===== config.mk =====
export PLATFORM = sky130hd
export DESIGN_NAME = tm8w_top
export DESIGN_NICKNAME = d
export VERILOG_FILES = /design/src/inc/tm8w_pkg.sv /design/src/rtl/tm8w_presc.sv /design/src/rtl/tm8w_top.sv
export VERILOG_INCLUDE_DIRS = /design/src /design/src/inc
export SDC_FILE = /design/constraint.sdc
export NUM_CORES = 1
export LEC_CHECK = 0
export BUFFER_PORTS_ARGS = -buffer_cell sky130_fd_sc_hd__clkbuf_2
export CORE_MARGIN = 1.5
export CORE_UTILIZATION = 58
export DETAILED_ROUTE_END_ITERATION = 16
export GPL_TIMING_DRIVEN = 0
export PLACE_DENSITY = 0.91
export RECOVER_POWER = 100
export SYNTH_ARGS = -nofsm -noshare
export SYNTH_HDL_FRONTEND = slang
export SYNTH_SLANG_ARGS = --single-unit
export TNS_END_PERCENT = 10

===== constraint.sdc =====
create_clock -name mclk_i -period 3 [get_ports mclk_i]
set_input_delay 0.15 -clock mclk_i [delete_from_list [all_inputs] [get_ports mclk_i]]
set_output_delay 0.15 -clock mclk_i [all_outputs]
set_load 0.02 [all_outputs]

===== src/inc/tm8w_defs.svh =====
// Offsets, field positions, reset values and timing counts of the 8-bit waveform timer
`ifndef TM8W_DEFS_SVH
`define TM8W_DEFS_SVH

// ==========================================================
// Register byte addresses
`define TM8W_ADR_CTRL 8'h00
`define TM8W_ADR_CMPA 8'h04
`define TM8W_ADR_CMPB 8'h08
`define TM8W_ADR_COUNT 8'h0c
`define TM8W_ADR_STAT 8'h10

// ==========================================================
// Control register fields
`define TM8W_CTRL_MODE_LSB 0
`define TM8W_CTRL_MODE_MSB 2
`define TM8W_CTRL_ACTA_LSB 4
`define TM8W_CTRL_ACTA_MSB 5
`define TM8W_CTRL_ACTB_LSB 6
`define TM8W_CTRL_ACTB_MSB 7
`define TM8W_CTRL_CSEL_LSB 8
`define TM8W_CTRL_CSEL_MSB 10
`define TM8W_CTRL_DIRA 12
`define TM8W_CTRL_DIRB 13

// ==========================================================
// Status register fields
`define TM8W_STAT_OVF 0
`define TM8W_STAT_CMPA 1
`define TM8W_STAT_CMPB 2
`define TM8W_STAT_DOWN 8

// ==========================================================
// Values
`define TM8W_BOTTOM 8'h00
`define TM8W_MAX 8'hff
`define TM8W_RST_BYTE 8'h00
`define TM8W_ACT_TOGGLE 2'h1
`define TM8W_ACT_NONINV 2'h2
`define TM8W_ACT_INV 2'h3

// ==========================================================
// Prescaler selections and divider masks
`define TM8W_CSEL_DIV1 3'h1
`define TM8W_CSEL_DIV8 3'h2
`define TM8W_CSEL_DIV64 3'h3
`define TM8W_CSEL_DIV256 3'h4
`define TM8W_CSEL_DIV1024 3'h5
`define TM8W_MASK_DIV8 10'h007
`define TM8W_MASK_DIV64 10'h03f
`define TM8W_MASK_DIV256 10'h0ff
`define TM8W_MASK_DIV1024 10'h3ff

`endif


===== src/inc/tm8w_pkg.sv =====
// Types shared by the 8-bit waveform timer
package tm8w_pkg;

  typedef logic [7:0] tm8w_byte_t;

  // Waveform generation modes
  typedef enum logic [2:0] {
    TM8W_NORMAL = 3'h0,
    TM8W_PC_MAX = 3'h1,
    TM8W_CLR_CMP = 3'h2,
    TM8W_FAST_MAX = 3'h3,
    TM8W_PC_CMPA = 3'h5,
    TM8W_FAST_CMPA = 3'h7
  } tm8w_mode_e;

  // Counting direction, one-hot
  typedef enum logic [1:0] {
    TM8W_UP = 2'b01,
    TM8W_DOWN = 2'b10
  } tm8w_dir_e;

endpackage


===== src/rtl/tm8w_presc.sv =====
// Prescaler that turns the system clock into a one-cycle timer tick
`timescale 1ns/1ps
module tm8w_presc
  import tm8w_pkg::*;
(
  input wire logic mclk_i,
  input wire logic arst_n_i,
  input wire logic [2:0] csel_i,
  output logic tick_o
);

`include "tm8w_defs.svh"

  logic [9:0] div_cnt;
  logic next_tick;

  // ==========================================================
  // Free running divider
  always_ff @(posedge mclk_i or negedge arst_n_i)
  begin
    if (!arst_n_i)
      div_cnt <= 10'h000;
    else
      div_cnt <= div_cnt + 10'h001;
  end

  // ==========================================================
  // Tick selection
  always_comb
  begin
    case (csel_i)
      `TM8W_CSEL_DIV1: next_tick = 1'b1;
      `TM8W_CSEL_DIV8: next_tick = &(div_cnt | ~`TM8W_MASK_DIV8);
      `TM8W_CSEL_DIV64: next_tick = &(div_cnt | ~`TM8W_MASK_DIV64);
      `TM8W_CSEL_DIV256: next_tick = &(div_cnt | ~`TM8W_MASK_DIV256);
      `TM8W_CSEL_DIV1024: next_tick = &(div_cnt | ~`TM8W_MASK_DIV1024);
      default: next_tick = 1'b0;
    endcase
  end

  always_ff @(posedge mclk_i or negedge arst_n_i)
  begin
    if (!arst_n_i)
      tick_o <= 1'b0;
    else
      tick_o <= next_tick;
  end

endmodule


===== src/rtl/tm8w_top.sv =====
// 8-bit timer with clear-on-compare, fast PWM and phase-correct PWM waveforms
//
// Operation
// - Mode 2 clears count on channel A match
// - Mode 2 compare A unbuffered; missed match wraps
// - Mode 2 raises compare A flag one tick after top
// - Mode 2 action 1 toggles output A
// - Pin shows waveform only when direction outputs
// - Mode 2 overflow flag at max to zero
// - Modes 3/7 fast PWM, top max or A
// - Fast PWM clears count tick after top
// - Fast PWM sets overflow flag at top
// - Fast PWM: match clears, top sets (non-inverting)
// - Action 2 non-inverted, action 3 inverted
// - Fast PWM toggle A only with mode bit2
// - Bottom compare spikes; max compare constant
// - Compare registers double buffered in fast PWM
// - Modes 1/5 dual slope, top max or A
// - Count holds top one tick, then down
// - Phase-correct sets overflow flag at bottom
// - Up match clears, down match sets
// - Phase-correct toggle A only with mode bit2
// - Compare bottom low, max high, inverted opposite
// - Output at top compare takes down-count match level
// - Missed down match corrected at bottom
// - Compare flag set one tick after match
// - PWM modes buffer compare; others write direct
`timescale 1ns/1ps
module tm8w_top
  import tm8w_pkg::*;
(
  input wire logic mclk_i,
  input wire logic arst_n_i,
  input wire logic wb_cyc_i,
  input wire logic wb_stb_i,
  input wire logic wb_we_i,
  input wire logic [7:0] wb_adr_i,
  input wire logic [3:0] wb_sel_i,
  input wire logic [31:0] wb_dat_i,
  output logic [31:0] wb_dat_o,
  output logic wb_ack_o,
  output logic wave_out_a_o,
  output logic wave_out_a_oe_o,
  output logic wave_out_b_o,
  output logic wave_out_b_oe_o
);

`include "tm8w_defs.svh"

  // ==========================================================
  // Declarations
  logic [2:0] waveform_mode_sel;
  logic [1:0] out_a_action;
  logic [1:0] out_b_action;
  logic [2:0] clk_sel;
  logic dir_out_a;
  logic dir_out_b;
  tm8w_byte_t compare_a_value;
  tm8w_byte_t compare_b_value;
  tm8w_byte_t compare_a_buf;
  tm8w_byte_t compare_b_buf;
  tm8w_byte_t count_value;
  tm8w_dir_e cnt_dir;
  logic overflow_flag;
  logic compare_a_flag;
  logic compare_b_flag;
  logic pend_a;
  logic pend_b;
  logic match_block;
  logic wave_a;
  logic wave_b;
  logic tick;
  logic wr_en;
  logic wr_ctrl;
  logic wr_cmpa;
  logic wr_cmpb;
  logic wr_count;
  logic wr_stat;
  logic fast;
  logic dual;
  logic pwm;
  logic clr_cmp;
  logic waveform_mode_bit2;
  tm8w_byte_t top;
  logic at_top;
  logic at_bottom;
  logic match_a;
  logic match_b;
  logic load_buf;
  logic set_ovf;
  logic next_wave_a;
  logic next_wave_b;
  tm8w_byte_t next_count;
  logic [31:0] next_rdata;

  // ==========================================================
  // Decoding helpers
  function automatic logic is_fast(input logic [2:0] m);
    is_fast = (m == TM8W_FAST_MAX) || (m == TM8W_FAST_CMPA);
  endfunction

  function automatic logic is_dual(input logic [2:0] m);
    is_dual = (m == TM8W_PC_MAX) || (m == TM8W_PC_CMPA);
  endfunction

  function automatic logic hit(input logic [7:0] adr, input logic [7:0] reg_adr);
    hit = adr[7:2] == reg_adr[7:2];
  endfunction

  // Next output level of one channel on a timer tick
  function automatic logic wave_step(
    input logic cur,
    input logic [1:0] act,
    input logic may_toggle,
    input logic match,
    input logic cmp_at_top,
    input logic cmp_at_bottom
  );
    wave_step = cur;
    if (act == `TM8W_ACT_TOGGLE)
    begin
      if (match && (!pwm || may_toggle))
        wave_step = ~cur;
    end
    else if (act[1])
    begin
      if (fast)
      begin
        if (at_top)
          wave_step = ~act[0];
        else if (match)
          wave_step = act[0];
      end
      else if (dual)
      begin
        if (at_bottom)
          wave_step = cmp_at_bottom ? act[0] : ~act[0];
        else if (at_top && cnt_dir == TM8W_UP)
          wave_step = cmp_at_top ? ~act[0] : (match ? act[0] : cur);
        else if (match)
          wave_step = (cnt_dir == TM8W_UP) ? act[0] : ~act[0];
      end
      else if (match)
        wave_step = act[0];
    end
  endfunction

  // ==========================================================
  // Mode decode
  assign fast = is_fast(waveform_mode_sel);
  assign dual = is_dual(waveform_mode_sel);
  assign pwm = fast || dual;
  assign clr_cmp = waveform_mode_sel == TM8W_CLR_CMP;
  assign waveform_mode_bit2 = waveform_mode_sel[2];
  assign top = (clr_cmp || (pwm && waveform_mode_bit2)) ? compare_a_value : `TM8W_MAX;
  assign at_top = count_value == top;
  assign at_bottom = dual && count_value == `TM8W_BOTTOM;
  assign match_a = (count_value == compare_a_value) && !match_block;
  assign match_b = (count_value == compare_b_value) && !match_block;
  assign load_buf = tick && ((fast && at_top) || (dual && at_top && cnt_dir == TM8W_UP));

  // ==========================================================
  // Wishbone slave
  assign wr_en = wb_cyc_i && wb_stb_i && wb_we_i && wb_ack_o;
  assign wr_ctrl = wr_en && hit(wb_adr_i, `TM8W_ADR_CTRL);
  assign wr_cmpa = wr_en && hit(wb_adr_i, `TM8W_ADR_CMPA) && wb_sel_i[0];
  assign wr_cmpb = wr_en && hit(wb_adr_i, `TM8W_ADR_CMPB) && wb_sel_i[0];
  assign wr_count = wr_en && hit(wb_adr_i, `TM8W_ADR_COUNT) && wb_sel_i[0];
  assign wr_stat = wr_en && hit(wb_adr_i, `TM8W_ADR_STAT) && wb_sel_i[0];

  always_ff @(posedge mclk_i or negedge arst_n_i)
  begin
    if (!arst_n_i)
      wb_ack_o <= 1'b0;
    else
      wb_ack_o <= wb_cyc_i && wb_stb_i && !wb_ack_o;
  end

  always_comb
  begin
    next_rdata = 32'h00000000;
    if (hit(wb_adr_i, `TM8W_ADR_CTRL))
    begin
      next_rdata[`TM8W_CTRL_MODE_MSB:`TM8W_CTRL_MODE_LSB] = waveform_mode_sel;
      next_rdata[`TM8W_CTRL_ACTA_MSB:`TM8W_CTRL_ACTA_LSB] = out_a_action;
      next_rdata[`TM8W_CTRL_ACTB_MSB:`TM8W_CTRL_ACTB_LSB] = out_b_action;
      next_rdata[`TM8W_CTRL_CSEL_MSB:`TM8W_CTRL_CSEL_LSB] = clk_sel;
      next_rdata[`TM8W_CTRL_DIRA] = dir_out_a;
      next_rdata[`TM8W_CTRL_DIRB] = dir_out_b;
    end
    else if (hit(wb_adr_i, `TM8W_ADR_CMPA))
      next_rdata[7:0] = compare_a_buf;
    else if (hit(wb_adr_i, `TM8W_ADR_CMPB))
      next_rdata[7:0] = compare_b_buf;
    else if (hit(wb_adr_i, `TM8W_ADR_COUNT))
      next_rdata[7:0] = count_value;
    else if (hit(wb_adr_i, `TM8W_ADR_STAT))
    begin
      next_rdata[`TM8W_STAT_OVF] = overflow_flag;
      next_rdata[`TM8W_STAT_CMPA] = compare_a_flag;
      next_rdata[`TM8W_STAT_CMPB] = compare_b_flag;
      next_rdata[`TM8W_STAT_DOWN] = cnt_dir == TM8W_DOWN;
    end
  end

  always_ff @(posedge mclk_i or negedge arst_n_i)
  begin
    if (!arst_n_i)
      wb_dat_o <= 32'h00000000;
    else if (wb_cyc_i && wb_stb_i && !wb_we_i && !wb_ack_o)
      wb_dat_o <= next_rdata;
  end

  // ==========================================================
  // Control register
  always_ff @(posedge mclk_i or negedge arst_n_i)
  begin
    if (!arst_n_i)
    begin
      waveform_mode_sel <= 3'h0;
      out_a_action <= 2'h0;
      out_b_action <= 2'h0;
      clk_sel <= 3'h0;
      dir_out_a <= 1'b0;
      dir_out_b <= 1'b0;
    end
    else if (wr_ctrl)
    begin
      if (wb_sel_i[0])
      begin
        waveform_mode_sel <= wb_dat_i[`TM8W_CTRL_MODE_MSB:`TM8W_CTRL_MODE_LSB];
        out_a_action <= wb_dat_i[`TM8W_CTRL_ACTA_MSB:`TM8W_CTRL_ACTA_LSB];
        out_b_action <= wb_dat_i[`TM8W_CTRL_ACTB_MSB:`TM8W_CTRL_ACTB_LSB];
      end
      if (wb_sel_i[1])
      begin
        clk_sel <= wb_dat_i[`TM8W_CTRL_CSEL_MSB:`TM8W_CTRL_CSEL_LSB];
        dir_out_a <= wb_dat_i[`TM8W_CTRL_DIRA];
        dir_out_b <= wb_dat_i[`TM8W_CTRL_DIRB];
      end
    end
  end

  // ==========================================================
  // Timer tick
  tm8w_presc u_presc (
    .mclk_i(mclk_i),
    .arst_n_i(arst_n_i),
    .csel_i(clk_sel),
    .tick_o(tick)
  );

  // ==========================================================
  // Compare buffers and active compare values
  always_ff @(posedge mclk_i or negedge arst_n_i)
  begin
    if (!arst_n_i)
    begin
      compare_a_buf <= `TM8W_RST_BYTE;
      compare_b_buf <= `TM8W_RST_BYTE;
    end
    else
    begin
      if (wr_cmpa)
        compare_a_buf <= wb_dat_i[7:0];
      if (wr_cmpb)
        compare_b_buf <= wb_dat_i[7:0];
    end
  end

  always_ff @(posedge mclk_i or negedge arst_n_i)
  begin
    if (!arst_n_i)
    begin
      compare_a_value <= `TM8W_RST_BYTE;
      compare_b_value <= `TM8W_RST_BYTE;
    end
    else if (!pwm)
    begin
      if (wr_cmpa)
        compare_a_value <= wb_dat_i[7:0];
      if (wr_cmpb)
        compare_b_value <= wb_dat_i[7:0];
    end
    else if (load_buf)
    begin
      compare_a_value <= compare_a_buf;
      compare_b_value <= compare_b_buf;
    end
  end

  // ==========================================================
  // Counter sequencing
  always_comb
  begin
    next_count = count_value + 8'h01;
    set_ovf = count_value == `TM8W_MAX;
    if (clr_cmp && match_a)
      next_count = `TM8W_BOTTOM;
    if (fast)
    begin
      set_ovf = at_top;
      if (at_top)
        next_count = `TM8W_BOTTOM;
    end
    else if (dual)
    begin
      set_ovf = at_bottom && cnt_dir == TM8W_DOWN;
      if (cnt_dir == TM8W_DOWN)
        next_count = at_bottom ? count_value + 8'h01 : count_value - 8'h01;
      else if (at_top)
        next_count = (top == `TM8W_BOTTOM) ? top : count_value - 8'h01;
    end
  end

  always_ff @(posedge mclk_i or negedge arst_n_i)
  begin
    if (!arst_n_i)
      count_value <= `TM8W_RST_BYTE;
    else if (wr_count)
      count_value <= wb_dat_i[7:0];
    else if (tick)
      count_value <= next_count;
  end

  always_ff @(posedge mclk_i or negedge arst_n_i)
  begin
    if (!arst_n_i)
      cnt_dir <= TM8W_UP;
    else if (!dual)
      cnt_dir <= TM8W_UP;
    else if (tick)
    begin
      case (cnt_dir)
        TM8W_UP: if (at_top && top != `TM8W_BOTTOM) cnt_dir <= TM8W_DOWN;
        TM8W_DOWN: if (at_bottom) cnt_dir <= TM8W_UP;
        default: cnt_dir <= TM8W_UP;
      endcase
    end
  end

  // A count write blocks matches on the following tick
  always_ff @(posedge mclk_i or negedge arst_n_i)
  begin
    if (!arst_n_i)
      match_block <= 1'b0;
    else if (wr_count)
      match_block <= 1'b1;
    else if (tick)
      match_block <= 1'b0;
  end

  // ==========================================================
  // Flags: a set wins over a write-one clear
  always_ff @(posedge mclk_i or negedge arst_n_i)
  begin
    if (!arst_n_i)
    begin
      pend_a <= 1'b0;
      pend_b <= 1'b0;
    end
    else if (tick)
    begin
      pend_a <= match_a;
      pend_b <= match_b;
    end
  end

  always_ff @(posedge mclk_i or negedge arst_n_i)
  begin
    if (!arst_n_i)
    begin
      overflow_flag <= 1'b0;
      compare_a_flag <= 1'b0;
      compare_b_flag <= 1'b0;
    end
    else
    begin
      overflow_flag <= (overflow_flag && !(wr_stat && wb_dat_i[`TM8W_STAT_OVF]))
                       || (tick && set_ovf);
      compare_a_flag <= (compare_a_flag && !(wr_stat && wb_dat_i[`TM8W_STAT_CMPA]))
                        || (tick && pend_a);
      compare_b_flag <= (compare_b_flag && !(wr_stat && wb_dat_i[`TM8W_STAT_CMPB]))
                        || (tick && pend_b);
    end
  end

  // ==========================================================
  // Waveform generation
  always_comb
  begin
    next_wave_a = wave_step(wave_a, out_a_action, waveform_mode_bit2, match_a,
      compare_a_value == top, compare_a_value == `TM8W_BOTTOM);
    next_wave_b = wave_step(wave_b, out_b_action, 1'b0, match_b,
      compare_b_value == top, compare_b_value == `TM8W_BOTTOM);
  end

  always_ff @(posedge mclk_i or negedge arst_n_i)
  begin
    if (!arst_n_i)
    begin
      wave_a <= 1'b0;
      wave_b <= 1'b0;
    end
    else if (tick)
    begin
      wave_a <= next_wave_a;
      wave_b <= next_wave_b;
    end
  end

  // ==========================================================
  // Pins
  always_ff @(posedge mclk_i or negedge arst_n_i)
  begin
    if (!arst_n_i)
    begin
      wave_out_a_o <= 1'b0;
      wave_out_a_oe_o <= 1'b0;
      wave_out_b_o <= 1'b0;
      wave_out_b_oe_o <= 1'b0;
    end
    else
    begin
      wave_out_a_o <= dir_out_a && wave_a;
      wave_out_a_oe_o <= dir_out_a;
      wave_out_b_o <= dir_out_b && wave_b;
      wave_out_b_oe_o <= dir_out_b;
    end
  end
endmodule


# --- After elaboration in Yosys (flattened, before gate mapping) ---
# Index checks and enable logic that the tools add are counted.
word_totals:
  register_bits: 91
  in_bits: 49
  out_inout_bits: 37
classes:
  n_addsub: 3
  n_eq_ne: 32
  n_mux: 67
  bitwise_logic: 4
  n_reduce_logical: 78
op_table:
  columns: ["op", "count"]
  rows:
  - ["two-way mux 8 bit", 19]
  - ["== test 8 bit", 5]
  - ["logical AND 1 bit", 40]
  - ["two-way mux 1 bit", 35]
  - ["zero test 8 bit", 4]
  - ["== test 3 x 2 -> 1 bit (second input constant)", 4]
  - ["== test 3 bit (second input constant)", 4]
  - ["== test 6 x 2 -> 1 bit (second input constant)", 2]
  - ["two-way mux 2 bit", 6]
  - ["!= test 6 x 2 -> 1 bit (second input constant)", 2]
  - ["adder 10 x 1 -> 10 bit (second input constant)", 1]
  - ["two-way mux 5 bit", 2]
  - ["AND reduction 10 bit", 1]
  - ["nonzero test 2 bit", 5]
  - ["logical OR 1 bit", 9]
  - ["two-way mux 3 bit", 3]
  - ["adder 8 x 1 -> 8 bit (second input constant)", 1]
  - ["== test 8 bit (second input constant)", 1]
  - ["!= test 2 x 1 -> 1 bit (second input constant)", 4]
  - ["AND reduction 2 bit", 4]
  - ["AND reduction 4 bit", 2]
  - ["AND reduction 8 bit", 1]
  - ["nonzero test 8 bit", 1]
  - ["subtractor 8 x 1 -> 8 bit (second input constant)", 1]
  - ["13 further kinds", 27]

# --- Logic depth before layout (Yosys ltp) ---
# Gate-level depths: netlist of run 1.
logic_depth:
  depth_word: 14
  depth_mapped: 11
  ltp_nobuf: 8

# --- Cells and area by module ---
# A second synthesis of run 1 with hierarchy kept.
hier_totals:
  hier_cells: 615
  area_unflattened_um2: 5649.2
modules_own_cells:
  columns: ["module", "n_inst", "cells_each", "area_each_um2", "seq_area_each_um2"]
  rows:
  - ["tm8w_top", 1, 575, 5158.7, 2003.2]
  - ["tm8w_presc", 1, 40, 490.5, 275.3]

# --- Worst setup path before layout of run 1 ---
# OpenSTA, ideal clock, no wires.
synth_timing:
  path_kind: "register -> register"
  start: "register waveform_mode_sel[2]"
  end: "register wave_a"
  setup_time_ns: 0.134
  arrival_time_ns: 2.545
  setup_slack_ns: 0.321
  path_stages_with_launch: 11
  path_buffers: 2
  synth_period_minus_slack_ns: 2.679
  path_cell_list: "dfrtp_1 buf_6 or4b_1 o211ai_2 o221ai_2 or4_1 buf_4 o211ai_2 o221ai_2 a211oi_1 a21oi_1"
synth_between:
  elab_chain_cells: 14
synth_lines:
  columns: ["item", "line", "text"]
  rows:
  - ["from (decl)", "tm8w_top.sv:52", "logic [2:0] waveform_mode_sel;"]
  - ["from (signal assigned)", "tm8w_top.sv:231", "waveform_mode_sel <= wb_dat_i[`TM8W_CTRL_MODE_MSB:`TM8W_CTRL_MODE_LSB];"]
  - ["== test 3 x 2 -> 1 bit (tied with other cells)", "tm8w_top.sv:99", "is_fast = (m == TM8W_FAST_MAX) || (m == TM8W_FAST_CMPA);"]
  - ["logical OR 1 bit, on equally long branches", "tm8w_top.sv:99, tm8w_top.sv:103", null]
  - ["logical OR 1 bit", "tm8w_top.sv:152", "assign pwm = fast || dual;"]
  - ["logical AND 1 bit", "tm8w_top.sv:155", "assign top = (clr_cmp || (pwm && waveform_mode_bit2)) ? compare_a_value : `TM8W_MAX;"]
  - ["logical OR 1 bit", "tm8w_top.sv:155", null]
  - ["two-way mux 8 bit (no source line)", null, null]
  - ["== test 8 bit, on equally long branches", "tm8w_top.sv:393, tm8w_top.sv:156", null]
  - ["two-way mux 1 bit / logical AND 1 bit (equally long branches)", "tm8w_top.sv:139, tm8w_top.sv:138", null]
  - ["two-way mux 1 bit", "tm8w_top.sv:138", "else if (at_top && cnt_dir == TM8W_UP)"]
  - ["two-way mux 1 bit", "tm8w_top.sv:136", "if (at_bottom)"]
  - ["two-way mux 1 bit", "tm8w_top.sv:134", "else if (dual)"]
  - ["two-way mux 1 bit", "tm8w_top.sv:127", "if (fast)"]
  - ["two-way mux 1 bit", "tm8w_top.sv:125", "else if (act[1])"]
  - ["two-way mux 1 bit", "tm8w_top.sv:120", "if (act == `TM8W_ACT_TOGGLE)"]
  - ["to (signal assigned)", "tm8w_top.sv:407", "wave_a <= next_wave_a;"]
  - ["to (decl)", "tm8w_top.sv:70", "logic wave_a;"]
# Several ways; a longest one is shown, not always the timed one. The select of a mux whose other input is x is not followed.
# A chain may end at the register's enable or synchronous reset.

# --- Worst setup path in the final report of run 1 ---
layout_timing:
  start: "register count_value[3]"
  end: "register count_value[7]"
layout_between:
  elab_chain_cells: 10
layout_lines:
  columns: ["item", "line", "text"]
  rows:
  - ["from (decl)", "tm8w_top.sv:62", "tm8w_byte_t count_value;"]
  - ["from (signal assigned)", "tm8w_top.sv:319", "count_value <= `TM8W_RST_BYTE;"]
  - ["from (signal assigned)", "tm8w_top.sv:321", "count_value <= wb_dat_i[7:0];"]
  - ["from (signal assigned)", "tm8w_top.sv:323", "count_value <= next_count;"]
  - ["parallel branches: the longest is 7 deep, another holds adder 8 x 1 -> 8 bit", null, null]
  - ["two-way mux 8 bit *", "tm8w_top.sv:300", "if (fast)"]
  - ["two-way mux 8 bit *", "tm8w_top.sv:322", "else if (tick)"]
  - ["two-way mux 8 bit *", "tm8w_top.sv:320", "else if (wr_count)"]
# Every way passes the cells marked *. The select of a mux whose other input is x is not followed.

==> results of run 1 <==
[routing by layer]
metal / global-route usage [%] / vias to the layer above
li1: - / 2362
met1: 44.85 / 2593
met2: 53.23 / 303
met3: 5.609 / 59
met4: 15.91 / 0
met5: 0 / -
[where the power goes]
group	switching, mW	internal, mW	total (mW)
clock network	0.471	0.389	0.861
logic	0.266	0.153	0.419
registers	0.0518	1.25	1.30
total	0.790	1.79	2.58
[worst min path at each step]
stage / startpoint / endpoint / slack [ns] / depth (start not counted)
global placement: wb_dat_i[13] / dir_out_b$_DFFE_PN0P_ / 0.38 / 2
detailed placement: arst_n_i / wb_dat_o[10]$_DFFE_PN0P_ / 0.17 / 1
floorplan: arst_n_i / clk_sel[0]$_DFFE_PN0P_ / -0.15 / 0
finish: wb_dat_i[8] / clk_sel[0]$_DFFE_PN0P_ / 0.02 / 2
CTS: wb_dat_i[13] / dir_out_b$_DFFE_PN0P_ / 0.02 / 2
global route: wb_dat_i[9] / clk_sel[1]$_DFFE_PN0P_ / 0.02 / 2
[cells in the mapped netlist (16+ instances only)]
library cell / number
dfrtp_1: 90
mux2_2: 33
xnor2_1: 16
nand3_1: 27
a21oi_1: 33
nor3_1: 20
nor2_1: 35
buf_4: 20
nand2_1: 103
o21ai_0: 23
xor2_1: 16
clkbuf_1: 34
[repair_timing]
item                                    CTS  global route
buffers inserted                          3             0
hold buffers                              1             0
endpoints found under the setup margin   25            28
hold endpoints to repair                 31             0
pin swaps                                 1             1
resized for setup                         3            19
[per-stage QoR]
stage          utilization, %  cell area (µm²)  hold WS (ns)  setup WS [ns]  TNS [ns]
4_1_cts                 66.61             6421       0.01928       0.006110         0
2_1_floorplan               -             5774       -0.1456         0.3211         0
5_1_grt                 66.74             6434       0.02087       -0.06180   -0.1235
3_5_place_dp            64.17             6186        0.1722        -0.2403    -4.213
3_3_place_gp            63.86             6156        0.3825        -0.1712    -2.762
6_report                66.74             6434       0.02251        0.05251         0
[flip-flops by register name, summed over array words and instances (netlist names), 2 cells and up]
register	cells
compare_b_buf	8
cnt_dir	2
compare_a_value	8
out_a_action	2
clk_sel	3
wb_dat_o	13
waveform_mode_sel	3
compare_b_value	8
u_presc.div_cnt	10
count_value	8
compare_a_buf	8
out_b_action	2
[cell usage in the layout, fill, tap and decap left out, drive strengths merged, types with 4 or more instances in the layout]
cell | Yosys | final
nand4 | 5 | 5
conb | 1 | 19
xor2 | 16 | 16
a31oi | 4 | 4
buf | 26 | 30
a21oi | 36 | 36
o211ai | 4 | 4
mux4 | 4 | 4
dfrtp | 90 | 90
a211oi | 6 | 6
and2 | 5 | 5
a311oi | 5 | 5
and3 | 12 | 12
a22o | 4 | 4
nor4 | 8 | 8
nand3 | 27 | 27
a2111oi | 5 | 5
nor2 | 35 | 35
clkbuf | 34 | 86
nor2b | 5 | 5
nand2 | 103 | 103
xnor2 | 16 | 16
nor3 | 20 | 20
ha | 5 | 5
o221ai | 5 | 5
o31ai | 6 | 6
inv | 11 | 12
mux2 | 48 | 48
o21ai | 28 | 28
nand2b | 6 | 6
o22ai | 4 | 4
mux2i | 6 | 6
[cell families (layout without fill, tap and decap cells)]
logic type / Yosys count / count (layout) / share of synthesized area (%)
mux: 58 / 58 / 12.10
compound gates: 125 / 125 / 15.24
other cells: 1 / 19 / 0.06571
flops: 91 / 91 / 39.93
buf+inv: 71 / 133 / 6.424
xor+xnor: 32 / 32 / 4.911
simple gates: 242 / 242 / 20.24
fa+ha+maj: 5 / 5 / 1.096
[worst max-delay path, delay by kind of cell, from the launching register on]
| kind | cells | cell delay [ns] |
|---|---|---|
| and+or+nand+nor | 3 | 0.97 |
| AOI/OAI and AO/OA | 4 | 0.91 |
| DFF | 1 | 0.69 |
| buffers and inverters | 1 | 0.27 |
[cell type report]
cell class / instances / share of cell area, %
clock buffers: 11 / 2.042
multi-input cells: 481 / 49.42
inverters: 11 / 0.6418
clock inverters: 5 / 0.9529
plain buffers: 58 / 5.076
well taps: 133 / 2.587
flip-flops and latches: 91 / 35.41
repair buffers: 48 / 3.870
==> results by group, run 1 <==
Floorplanning
  • Core Area: 9639 µm²
  • Starting Density: 59.20%
  • Die width: 102.2 µm
  • Io pins: 86
  • Die footprint: 10440 µm²
  • Die H: 102.2 µm
  • FP Rows: 36

Job
  • MaxCap Viol Count: 1

Timing
  • Peak Freq: 339.3 MHz
  • Final Cycle Share: 98.25%
  • Final count of pins violating max slew: 33
  • Final Hold Viols: 0
  • Layout Skew: 0.01529 ns
  • Unrepaired setup endpoints after global routing: true
  • Final worst path period need: 2.947 ns
  • Final setup fails: 0
  • Worst Max-Slew Pin Slew: 1.998 ns
  • Slew headroom: -33.22%

Route
  • Via count: 5317
  • Initial drt markers: 475
  • Met1 wire length: 6766 µm
  • Residual DRC count: 0
  • Final WL: 17260 µm
  • Drt first pass iters: 5
  • Highest Signal Layer: met4
  • Met3 WL: 1552 µm
  • Via density: 6.345
  • Met2 routed WL: 8186 µm
  • Routed wire per std cell: 20.60 µm
  • Number of routed nets with antenna violations: 0

Critical path
  • Flop2flop setup slack: 0.05 ns
  • Critical Path Fanout Max: 9
  • Crit path cell chain: inv_1, a222oi_1, nand4_1, nor2_2, nand2_1, a32oi_1, a21oi_1, a21o_1
  • CP arrival: 3.22 ns
  • CP max-delay cell: dfrtp_1
  • Critical path startpoint category: flip-flop
  • Critical path type: flip-flop to flip-flop
  • Worst reg2reg path depth: 8
  • Worst EP required: 3.27 ns
  • CP startpoint: count_value[3]$_DFFE_PN0P_
  • Worst flop-to-flop path startpoint: count_value[3]$_DFFE_PN0P_
  • Max incr delay on CP: 0.69 ns
  • Worst Setup EP: count_value[7]$_DFFE_PN0P_
  • Reg2reg end: count_value[7]$_DFFE_PN0P_
  • CP endpoint kind: flip-flop

Final layout
  • Syn-to-layout area delta: 12.74%
  • FILL cells: 790
  • Share of cells above drive strength 1: 18.01%
  • Number of antenna repair diodes: 0
  • Layout Nets: 754
  • Area occupied by multi-input gates: 3179 µm²
  • FF+latch area: 2278 µm²
  • Post-route non-filler standard cell count: 838

Clock tree
  • Cts bufs inserted: 9
  • Clock Pin Slew Worst Setup and Hold Paths: 0.09 ns
  • Maximum clock path buffer count: 2
  • CTS tree: done
  • Clock Sink Count: 91
  • Root cell of the clock tree: clkbuf_8
  • Depth of the CTS H-tree: 3
  • Clock Latency Late Sink: 0.37 ns

Yosys
  • Dominant cells by area after synthesis: dfrtp_1 (39%), nand2_1 (6.8%), mux2_2 (6.5%)
  • Syn Std Cell Area: 5707 µm²
  • Syn_area_per_cell: 9.131 µm²
  • Yosys cell types: 69
  • EDFF count, synth: 0
  • Sequential area share after synthesis: 39.93%
  • Yosys reg bits: 91
  • Synth async-reset ratio: 100.0%
  • Top_reg_cell synth: dfrtp_1
  • Cell accounting for the most synthesized area: dfrtp_1
  • Cells after synthesis: 625
  • Post-synth top area share: 39.47%
  • Yosys warnings: 0

Status
  • Failing checks: max-capacitance violations, max-slew violations
  • Status: finished, violations left

Power and ir drop
  • Leak Pwr: 3.048 nW
  • Pwr Total: 2.584 mW
  • Pwr dens: 401.7 nW/µm²
  • Peak supply drop: 338.3 µV

Placement
  • Buffers on Ports: 43
  • RD Place Congestion: 0.9513
  • Post-DP HPWL: 12260 µm
  • Placed Cells: 820

Global routing
  • First-pass GRT wire length: 26050 µm
  • Antenna violations before repair: 0
  • Gr usage total: 33.50%
  • Largest net degree at the start of global routing: 60
  • Grt ovf: 0
  • Vias in the first global route: 4889

Worst hold path
  • Worst hold path class: input pin to flip-flop
(Power assumes the default switching activity.)
==> run 2, diff against run 1 <==
ABC_AREA = 1   (was not set)
==> results by group, run 2 <==
Route
  • Via density: 5.623 (-11%)
  • Number of routed nets with antenna violations: 0 (unchanged)
  • Routed wire per std cell: 15.80 µm (-23%)
  • Final WL: 17000 µm (-1.5%)
  • Via count: 6050 (+14%)
  • Initial drt markers: 651 (+37%)
  • Residual DRC count: 0 (unchanged)
  • Drt first pass iters: 9 (+4)

Yosys
  • Yosys reg bits: 91 (unchanged)
  • Synth cell count leaders: nand2_1 (264), inv_1 (119), dfrtp_1 (90)
  • Yosys warnings: 0 (unchanged)
  • Syn_area_per_cell: 6.834 µm² (-25%)
  • Cell accounting for the most synthesized area: dfrtp_1
  • Post-synth top area share: 38.23% (-1.2 points)
  • EDFF count, synth: 0 (unchanged)
  • Synth async-reset ratio: 100.0% (unchanged)
  • Syn Std Cell Area: 5891 µm² (+3.2%)
  • Sequential area share after synthesis: 38.68% (-1.2 points)
  • Cells after synthesis: 862 (+38%)
  • Most frequent cell after synthesis: nand2_1
  • Top_reg_cell synth: dfrtp_1
  • Yosys cell types: 39 (-43%)
  • Dominant cells by area after synthesis: dfrtp_1 (38%), nand2_1 (17%), inv_1 (7.6%)

Floorplanning
  • FP Rows: 36 (unchanged)
  • Io pins: 86 (unchanged)
  • Die H: 103.8 µm (+1.6%)
  • Core Area: 9819 µm² (+1.9%)
  • Die width: 103.8 µm (+1.6%)
  • Starting Density: 59.99% (+0.79 points)
  • Die footprint: 10770 µm² (+3.1%)

Final layout
  • Share of cells above drive strength 1: 9.332% (-8.7 points)
  • Max FFs per register: 13 (unchanged)
  • Most frequent cells in the layout: nand2_1 (265), inv_1 (119), dfrtp_1 (90)
  • Reg with most FFs: wb_dat_o
  • Syn-to-layout area delta: 11.00%
  • Most common cell after layout, fill and taps aside: nand2_1
  • Number of antenna repair diodes: 0 (unchanged)
  • Regs by FF count: wb_dat_o: 13 flops, u_presc.div_cnt: 10 flops
  • Layout Nets: 992 (+32%)
  • FILL cells: 897 (+14%)

Clock tree
  • Clock Pin Slew Worst Setup and Hold Paths: 0.12 ns (+0.03 ns)
  • CTS tree: done
  • Clock Latency Late Sink: 0.39 ns (+0.02 ns)
  • # resized after CTS: 0 (-3)
  • Maximum clock path buffer count: 2 (unchanged)
  • Root cell of the clock tree: clkbuf_8
  • Clock Sink Count: 91 (unchanged)
  • Depth of the CTS H-tree: 3 (unchanged)
  • Cts bufs inserted: 9 (unchanged)

Critical path
  • Worst flop-to-flop path startpoint: waveform_mode_sel[0]$_DFFE_PN0P_
  • Max incr delay on CP: 0.55 ns (-0.14 ns)
  • CP max-delay cell: a21oi_1
  • Worst Setup EP: compare_b_value[0]$_DFFE_PN0P_
  • Critical path startpoint category: flip-flop
  • Crit path cell chain: buf_6, inv_2, nor2_1, a21oi_1, o21ai_0, nand2_1, nor2_1, nand2_1, nor2_4, o2111ai_2, nand2_1, buf_6, o21ai_1, inv_1
  • Flop2flop setup slack: 0.24 ns (+0.19 ns)
  • Critical Path Fanout Max: 10 (+1)
  • Critical path depth: 14 (+6)
  • CP dominant cell by count: nand2_1
  • Buffers and inverters on the worst path: 4 (+3)
  • Worst EP required: 3.27 ns (about the same)
  • Reg2reg end: compare_b_value[0]$_DFFE_PN0P_
  • CP endpoint kind: flip-flop
  • CP arrival: 3.03 ns (-0.19 ns)
  • Worst reg2reg path depth: 14 (+6)
  • Top Family by Delay on Critical Path: compound AO/OA/AOI/OAI gates
  • Critical path type: flip-flop to flip-flop
  • CP startpoint: waveform_mode_sel[0]$_DFFE_PN0P_

Power and ir drop
  • Pwr dens: 373.9 nW/µm² (-6.9%)
  • Leak Pwr: 3.454 nW (+13%)
  • Peak supply drop: 303.7 µV (-10%)

Timing
  • Final worst path period need: 2.761 ns (-0.1869 ns)
  • TNS Setup: 0 ns (unchanged)
  • Slew headroom: 7.839% (+41 points)
  • Unrepaired setup endpoints after global routing: false
  • Peak Freq: 362.2 MHz (+6.8%)
  • Final Hold Viols: 2 (+2)
  • Final setup fails: 0 (unchanged)
  • Worst Max-Slew Pin Slew: 1.382 ns (-0.6159 ns)
  • Final hold slack: -0.01026 ns (-0.03277 ns)
  • Final Cycle Share: 92.02% (-6.2 points)
  • Layout Skew: 0.02056 ns (+0.005275 ns)
  • Final count of pins violating max slew: 0 (-100%)

Status
  • Failing checks: negative hold slack
  • Status: finished, violations left

Global routing
  • Antenna violations before repair: 0 (unchanged)
  • Vias in the first global route: 5693 (+16%)
  • First-pass GRT wire length: 28220 µm (+8.3%)
  • Gr usage total: 33.21% (-0.29 points)
  • Grt ovf: 0 (unchanged)
  • Largest net degree at the start of global routing: 66 (+10%)

Worst hold path
  • Worst hold path class: input pin to flip-flop
  • Hold Path Origin: wb_cyc_i

Job
  • MaxCap Viol Count: 0 (-1)

Placement
  • Buffers on Ports: 43 (unchanged)
  • Post-DP HPWL: 12630 µm (+3.0%)
  • RD Place Congestion: 1.021 (+7.3%)
run 2: tightest hold or removal path, delay by kind of cell:
kind	cells	cell delay [ns]
buf+inv	1	0.09
simple gates	2	0.12
run 2: per-stage QoR:
| step | util (%) | area (µm²) | power (mW) | std cells | setup slack [ns] |
|---|---|---|---|---|---|
| after floorplan | - | 5958 | 1.507 | 880 | 1.065 |
| after detailed placement | 64.87 | 6370 | 1.619 | 1057 | 0.5058 |
| after global placement | 64.56 | 6340 | 1.609 | 1056 | 0.5604 |
| after global routing | 66.59 | 6539 | 2.539 | 1076 | 0.08073 |
| after CTS | 67.05 | 6584 | 2.439 | 1075 | 0.4745 |
| final | 66.59 | 6539 | 2.445 | 1076 | 0.2394 |
run 2: worst min path at each step:
stage	slack [ns]	to	depth (start not counted)
floorplan	-0.15	clk_sel[0]$_DFFE_PN0P_	0
global placement	0.38	dir_out_a$_DFFE_PN0P_	2
detailed placement	0.12	u_presc.div_cnt[4]$_DFF_PN0_	1
CTS	0.0002	dir_out_b$_DFFE_PN0P_	2
global route	0.006	dir_out_a$_DFFE_PN0P_	2
finish	-0.01	wb_ack_o$_DFF_PN0_	3
run 2: logic make-up after synthesis:
logic type / count (synthesis) / synth area share [%]
adder cells (fa/ha/maj): 5 / 1.062
XOR/XNOR: 20 / 2.974
multiplexers: 3 / 0.5735
other: 1 / 0.06366
flip-flops: 91 / 38.68
AO/OA/AOI/OAI: 151 / 14.10
buffers and inverters: 172 / 13.00
AND/OR/NAND/NOR: 419 / 29.55
run 2: what timing repair did:
item	CTS	global route
buffers inserted	0	0
endpoints found under the hold margin	27	1
hold buffers	2	1
run 2: layer usage:
metal | wire (µm) | part of all wire, % | up-vias | GRT usage (%)
met3 | 1786 | 11 | 78 | 8.622
met1 | 6776 | 40 | 2746 | 43.63
met2 | 7701 | 45 | 364 | 51.57
met4 | 732 | 4.3 | 0 | 15.38
li1 | - | - | 2862 | -
met5 | 0 | 0 | - | 0
run 2: power by group:
| group | switching [mW] | internal, mW |
|---|---|---|
| Combinational | 0.219 | 0.107 |
| Sequential | 0.0284 | 1.25 |
| Clock | 0.516 | 0.324 |
run 2: cell type report:
class	count	area (µm²)	area share, %
multi-input cells	617	2908	44.47
flip-flops and latches	91	2278	34.85
inverters	127	476.7	7.290
plain buffers	45	289.0	4.420
repair buffers	47	226.5	3.463
well taps	133	166.4	2.545
clock buffers	9	123.9	1.894
clock inverters	7	70.07	1.072
